[config.mk]
export PLATFORM = sky130hd
export DESIGN_NAME = i2c_rx_overflow
export DESIGN_NICKNAME = d
export VERILOG_FILES = /design/src/common/rx_ovf_pkg.sv /design/src/verilog/sync_2ff.sv /design/src/verilog/i2c_rx_overflow.sv
export SDC_FILE = /design/constraint.sdc
export NUM_CORES = 1
export LEC_CHECK = 0
export BUFFER_PORTS_ARGS = -buffer_cell sky130_fd_sc_hd__buf_2
export CAP_MARGIN = 5
export CELL_PAD_IN_SITES_DETAIL_PLACEMENT = 0
export CELL_PAD_IN_SITES_GLOBAL_PLACEMENT = 2
export CORE_ASPECT_RATIO = 1.2
export CORE_MARGIN = 8
export CORE_UTILIZATION = 39
export DETAILED_ROUTE_END_ITERATION = 6
export PLACE_DENSITY_LB_ADDON = 0.12
export SLEW_MARGIN = 30
export SYNTH_ARGS = -nofsm -noshare
export SYNTH_HDL_FRONTEND = slang
export SYNTH_SLANG_ARGS = --single-unit
[constraint.sdc]
create_clock -name clk -period 2.57 [get_ports clk]
set_input_delay 0.257 -clock clk [delete_from_list [all_inputs] [get_ports clk]]
set_output_delay 0.257 -clock clk [all_outputs]
set_load 0.1 [all_outputs]
[src/common/rx_ovf_pkg.sv]
// shared types and constants for the receive-overflow and bit-clock block
package rx_ovf_pkg;

  localparam int BYTE_BITS = 8;
  localparam logic [3:0] BIT_CNT_ZERO = 4'h0;
  localparam logic [3:0] BIT_CNT_BYTE_DONE = 4'h8;
  localparam logic [BYTE_BITS-1:0] RX_BUFFER_RESET = 8'h00;

  // bit clocks that the scl low indicator must stand before a stall counts as confirmed
  localparam logic [1:0] STALL_CONFIRM_BITCLKS = 2'h3;
  // main-clock periods beyond which software must read the buffer twice
  localparam int SCL_DOUBLE_READ_MCLKS = 4;
  localparam int SYNC_STAGES = 2;

  typedef enum logic [1:0] {
    CLK_SRC_EXT  = 2'h0,
    CLK_SRC_LFXT = 2'h1,
    CLK_SRC_HFXT = 2'h2
  } clk_src_e;

  typedef struct packed {
    logic written;
    logic stalling;
    logic scl_low_indicator;
    logic stall_confirmed;
  } rx_status_s;

  typedef struct packed {
    logic low_freq_crystal_clock;
    logic subsystem_clock;
  } clk_ticks_s;

endpackage

[src/verilog/sync_2ff.sv]
// two-flop synchroniser for a bundle of asynchronous levels
`timescale 1ns/1ns
`default_nettype none
module sync_2ff #(
  parameter int WIDTH = 1,
  parameter logic [WIDTH-1:0] INIT = '0
) (
  input wire logic clk,
  input wire logic rst_n,
  input wire logic [WIDTH-1:0] async_in,
  output logic [WIDTH-1:0] sync_out
);

  logic [WIDTH-1:0] meta_reg;

  // the first stage feeds only the second stage
  always_ff @(posedge clk or negedge rst_n) begin
    if (!rst_n) begin
      meta_reg <= INIT;
      sync_out <= INIT;
    end else begin
      meta_reg <= async_in;
      sync_out <= meta_reg;
    end
  end

endmodule // sync_2ff
`default_nettype wire

[src/verilog/i2c_rx_overflow.sv]
// i2c receive buffer with overflow tracking, clock stretch and bit-clock source select
`timescale 1ns/1ns
`default_nettype none
module i2c_rx_overflow (
  input wire logic clk,
  input wire logic rst_n,
  input wire logic scl_in,
  output logic scl_out,
  output logic scl_oe,
  input wire logic sda_in,
  input wire logic ext_bit_clock_in,
  input wire rx_ovf_pkg::clk_ticks_s clk_ticks,
  input wire rx_ovf_pkg::clk_src_e clk_src_sel,
  input wire logic master_mode,
  input wire logic rx_read,
  output logic [rx_ovf_pkg::BYTE_BITS-1:0] rx_buffer,
  output rx_ovf_pkg::rx_status_s rx_status,
  output logic bit_rate_clock,
  output logic clk_src_fault
);
  import rx_ovf_pkg::*;

  logic scl_s;
  logic sda_s;
  logic ext_s;
  logic scl_d_reg;
  logic sda_d_reg;
  logic ext_d_reg;
  logic scl_fall;
  logic scl_rise;
  logic bus_cond;
  logic byte_done;
  logic ext_rise;
  logic [3:0] bit_cnt_reg;
  logic [BYTE_BITS-1:0] shift_reg;
  logic written_reg;
  logic stall_reg;
  logic scl_low_reg;
  logic [1:0] low_cnt_reg;
  logic bit_tick;
  logic ext_blocked;

  sync_2ff #(
    .WIDTH(3),
    .INIT(3'h7)
  ) u_pin_sync (
    .clk(clk),
    .rst_n(rst_n),
    .async_in({scl_in, sda_in, ext_bit_clock_in}),
    .sync_out({scl_s, sda_s, ext_s})
  );

  // edge detection works on the synchronised copies only
  always_ff @(posedge clk or negedge rst_n) begin
    if (!rst_n) begin
      scl_d_reg <= 1'b1;
      sda_d_reg <= 1'b1;
      ext_d_reg <= 1'b1;
    end else begin
      scl_d_reg <= scl_s;
      sda_d_reg <= sda_s;
      ext_d_reg <= ext_s;
    end
  end

  assign scl_fall = scl_d_reg && !scl_s;
  assign scl_rise = !scl_d_reg && scl_s;
  assign ext_rise = !ext_d_reg && ext_s;
  // sda moving while scl stays high is a start or stop
  assign bus_cond = scl_d_reg && scl_s && (sda_d_reg != sda_s);
  assign byte_done = scl_fall && (bit_cnt_reg == BIT_CNT_BYTE_DONE);

  // bit-rate clock source; the external pin is cut off in master mode
  assign ext_blocked = master_mode && (clk_src_sel == CLK_SRC_EXT);

  always_comb begin
    case (clk_src_sel)
      CLK_SRC_EXT: bit_tick = ext_rise && !ext_blocked;
      CLK_SRC_LFXT: bit_tick = clk_ticks.low_freq_crystal_clock;
      CLK_SRC_HFXT: bit_tick = clk_ticks.subsystem_clock;
      default: bit_tick = 1'b0;
    endcase
  end

  always_ff @(posedge clk or negedge rst_n) begin
    if (!rst_n) begin
      bit_rate_clock <= 1'b0;
      clk_src_fault <= 1'b0;
    end else begin
      bit_rate_clock <= bit_tick;
      clk_src_fault <= ext_blocked;
    end
  end

  // receive shifter: data sampled on scl rise, ninth clock is the acknowledge
  always_ff @(posedge clk or negedge rst_n) begin
    if (!rst_n) begin
      bit_cnt_reg <= BIT_CNT_ZERO;
      shift_reg <= RX_BUFFER_RESET;
    end else if (bus_cond) begin
      bit_cnt_reg <= BIT_CNT_ZERO;
    end else if (scl_rise) begin
      if (bit_cnt_reg == BIT_CNT_BYTE_DONE) begin
        bit_cnt_reg <= BIT_CNT_ZERO;
      end else begin
        bit_cnt_reg <= bit_cnt_reg + 4'h1;
        shift_reg <= {shift_reg[BYTE_BITS-2:0], sda_s};
      end
    end
  end

  // written flag; a stalled byte is moved in when the buffer is read
  always_ff @(posedge clk or negedge rst_n) begin
    if (!rst_n) begin
      written_reg <= 1'b0;
      rx_buffer <= RX_BUFFER_RESET;
    end else if (stall_reg && rx_read) begin
      rx_buffer <= shift_reg;
      written_reg <= 1'b1;
    end else if (byte_done && !written_reg) begin
      rx_buffer <= shift_reg;
      written_reg <= 1'b1;
    end else if (rx_read && !scl_fall) begin
      written_reg <= 1'b0;
    end
    // a read landing on an scl fall changes nothing, the clear is lost
  end

  // overflow: second byte while still written, hold scl low
  always_ff @(posedge clk or negedge rst_n) begin
    if (!rst_n) begin
      stall_reg <= 1'b0;
    end else if (stall_reg && rx_read) begin
      stall_reg <= 1'b0;
    end else if (byte_done && written_reg) begin
      stall_reg <= 1'b1;
    end
  end

  assign scl_oe = stall_reg;
  assign scl_out = 1'b0;

  // low indicator and a saturating count of bit clocks while it stands
  always_ff @(posedge clk or negedge rst_n) begin
    if (!rst_n) begin
      scl_low_reg <= 1'b0;
      low_cnt_reg <= 2'h0;
    end else begin
      scl_low_reg <= !scl_s;
      if (scl_s) begin
        low_cnt_reg <= 2'h0;
      end else if (bit_tick && low_cnt_reg != STALL_CONFIRM_BITCLKS) begin
        low_cnt_reg <= low_cnt_reg + 2'h1;
      end
    end
  end

  // one driver for the whole struct; per-field continuous assigns to one variable are refused
  assign rx_status = '{
    written: written_reg,
    stalling: stall_reg,
    scl_low_indicator: scl_low_reg,
    stall_confirmed: (low_cnt_reg == STALL_CONFIRM_BITCLKS)
  };
endmodule // i2c_rx_overflow
`default_nettype wire

==> summary.txt <==
CTS resizes: 0
TritonCTS clock tree: yes
Worst-path cell chain: inv_1, ha_1, nand3b_1, o31ai_4, mux2_2
Worst rel slew slack: 0.474
# clock sinks: 36
Worst Setup Start Kind: register
Final sum of negative setup slack: 0 ns
GRT Resource Usage Total: 0.0942
Number of clock buffers inserted by TritonCTS: 5
Number of global-route vias before repair: 942
Area of the mapped netlist: 0.00144 mm2
Worst-path fanout max: 8
Min Clock Period, post-route: 1.86 ns
Maximum number of pins on one net before global-route repair: 37
Wire length of the first global-routing pass: 4240 um
Vias per Instance: 4.95
Worst-case vdd ir drop: 0.000550 V
Synthesized netlist net count: 117
Endpoint class of the critical path: register
Slew of the pin with the lowest slew margin: 0.789 ns
Overall power of the completed layout: 1560 uW
Average wire per standard cell: 14.3 um
Number of port buffers: 25
Classification of the worst-slack hold path: primary input to asynchronous set/reset pin
H-Tree Depth: 2
Count of hold buffers inserted by post-cts repair: 0
Cell with the largest stage delay on the worst path: o31ai_4
Max Slew Vio Count: 0
GRT Residual Overflow: 0
Synthesized instance count: 103
Synthesized area divided by synthesized cell count: 14.0 um2
Commonest cells after routing, fill and taps aside: dfrtp_1, buf_2, mux2_2
Number of cells in the finished layout apart from fillers: 171
Sequential fraction of the synthesis area: 0.632
Top cell type by total area after synthesis: dfrtp_1
Final clock period utilization by the worst path: 0.723
Fin Hold WS: 0.0425 ns
Post-CTS setup buffer count: 0
Commonest non-fill, non-tap cell in the layout: dfrtp_1
Effective utilization at floorplan: 0.400
Fill cells: 343
Initial antenna violation count: 0
1st-pass router iterations: 3
Vertical die dimension: 82.6 um
Synthesis-to-finish area growth: 16.4%
Cell row count: 24
Max-cap check violation count: 0
Warnings from Yosys: 0
Placer's final routability congestion estimate: 0.729
Startpoint of the most critical register-to-register path: bit_cnt_reg[0]$_DFFE_PN0P_
Sequential cell area: 912 um2
Netlist cell types: 28
Worst setup path startpoint: bit_cnt_reg[0]$_DFFE_PN0P_
Clock skew after layout: 0.00352 ns
Antenna violation net count after detailed routing: 0
Run status: completed
Clock slew at the register clock pins of the worst setup and hold paths: 0.07 ns
Share of the synthesized area in the top cell type: 0.468
Highest clock rate: 538 MHz
Detailed-placement wirelength estimate: 1740 um
Required arrival time at the worst endpoint: 2.74 ns
Clk_lat worst skew: 0.29 ns
# setup viols final: 0
Layout Nets: 145
Cell types with the largest area share after synthesis: dfrtp_1, dfstp_2, mux2_2
Post-detailed-route DRC marker count: 0
DRT iter0 DRCs: 32
Core Box Area: 0.00360 mm2
Static Leakage: 0.000802 uW
Data arrival time of the critical path: 2.03 ns
Clock Tree Root: clkbuf_8
Number of storage elements in the synthesis netlist: 36
Antenna diode instance count: 0
Count of final hold-check violations: 0
Share of cells above drive strength 1: 0.462
I/O pins: 27
Final Routed Wirelength: 2450 um
Area of the multi-input gates: 478 um2
Depth of the most critical reg-to-reg path: 5
Power per cell area: 927 mW/mm2
Critical path start-end classification: register to register
Via Count: 847
Crit path largest cell delay: 0.47 ns
Cell count after placement: 163
Die Span X: 71.5 um
Max clock buf depth: 2
Setup repair after global routing missed its margin: no
Area of the die: 0.00591 mm2
Fin util: 0.466
path summary, 6_finish.rpt:
check                      slack [ns]                          endpoint
hold reg to reg                  0.36  u_pin_sync.sync_out[1]$_DFF_PN1_
min in group clk                 0.06  u_pin_sync.meta_reg[1]$_DFF_PN1_
max in group asynchronous        2.02        low_cnt_reg[0]$_DFFE_PN0P_
hold / removal                   0.04                scl_oe$_DFFE_PN0P_
setup reg to reg                 0.71          rx_buffer[1]$_DFFE_PN0P_
setup / recovery                 0.71          rx_buffer[1]$_DFFE_PN0P_
per-stage QoR:
step | worst slack (ns) | area [um2]
after global routing | 0.578 | 1680
final | 0.713 | 1680
after global placement | 0.769 | 1590
after floorplan | 0.742 | 1440
after CTS | 0.697 | 1680
after detailed placement | 0.728 | 1590
critical path: cells and delay by family, from the launching register on:
| kind | cells | cell delay, ns |
|---|---|---|
| simple gates | 1 | 0.23 |
| buf+inv | 1 | 0.09 |
| flops | 1 | 0.40 |
| fa+ha+maj | 1 | 0.15 |
| mux | 1 | 0.39 |
| compound gates | 1 | 0.47 |
cells in the mapped netlist:
library cell,number
a21oi_1,3
a221oi_2,1
a22oi_1,1
buf_4,4
conb_1,1
dfrtp_1,27
dfstp_2,9
ha_1,3
inv_1,6
mux2_1,1
mux2_2,16
mux2i_1,1
nand2_1,7
nand2b_1,2
nand3_1,3
nand3b_1,3
nand4_1,1
nor2_1,1
nor2b_1,2
nor3b_1,1
o211ai_1,1
o21a_1,1
o21ai_0,3
o221ai_1,1
o31ai_4,1
o32ai_1,1
or4b_4,1
xnor2_1,1
area by class of cell:
type	instances	share of cell area
flip-flops and latches	36	0.543
repair buffers	25	0.0745
clock inverters	2	0.00596
well taps	39	0.0291
inverters	6	0.0134
multi-input cells	57	0.285
clock buffers	6	0.0492
routing by layer:
metal / GRT usage / vias to the layer above / routed length [um]
met2: 0.151 / 17 / 1170
met4: 0.0634 / 0 / 61
met5: 0 / - / 0
met3: 0.0399 / 6 / 107
li1: - / 410 / -
met1: 0.101 / 414 / 1110
power breakdown:
| part | internal (uW) | leakage [uW] | switching, uW |
|---|---|---|---|
| sequential | 675 | 0.000445 | 64.2 |
| combinational | 110 | 0.000305 | 295 |
| clock | 214 | 0.0000510 | 200 |
cell families (layout without fill, tap and decap cells):
| kind of cell | count (synthesis) | count (layout) | synth area share |
|---|---|---|---|
| and+or+nand+nor | 21 | 21 | 0.0833 |
| muxes | 18 | 18 | 0.140 |
| adders and majority gates | 3 | 3 | 0.0260 |
| other | 1 | 1 | 0.00260 |
| DFF | 36 | 36 | 0.632 |
| AOI/OAI and AO/OA | 13 | 13 | 0.0737 |
| xor gates and xnor gates | 1 | 1 | 0.00607 |
| buffers and inverters | 10 | 39 | 0.0364 |
(Power assumes the default switching activity.)
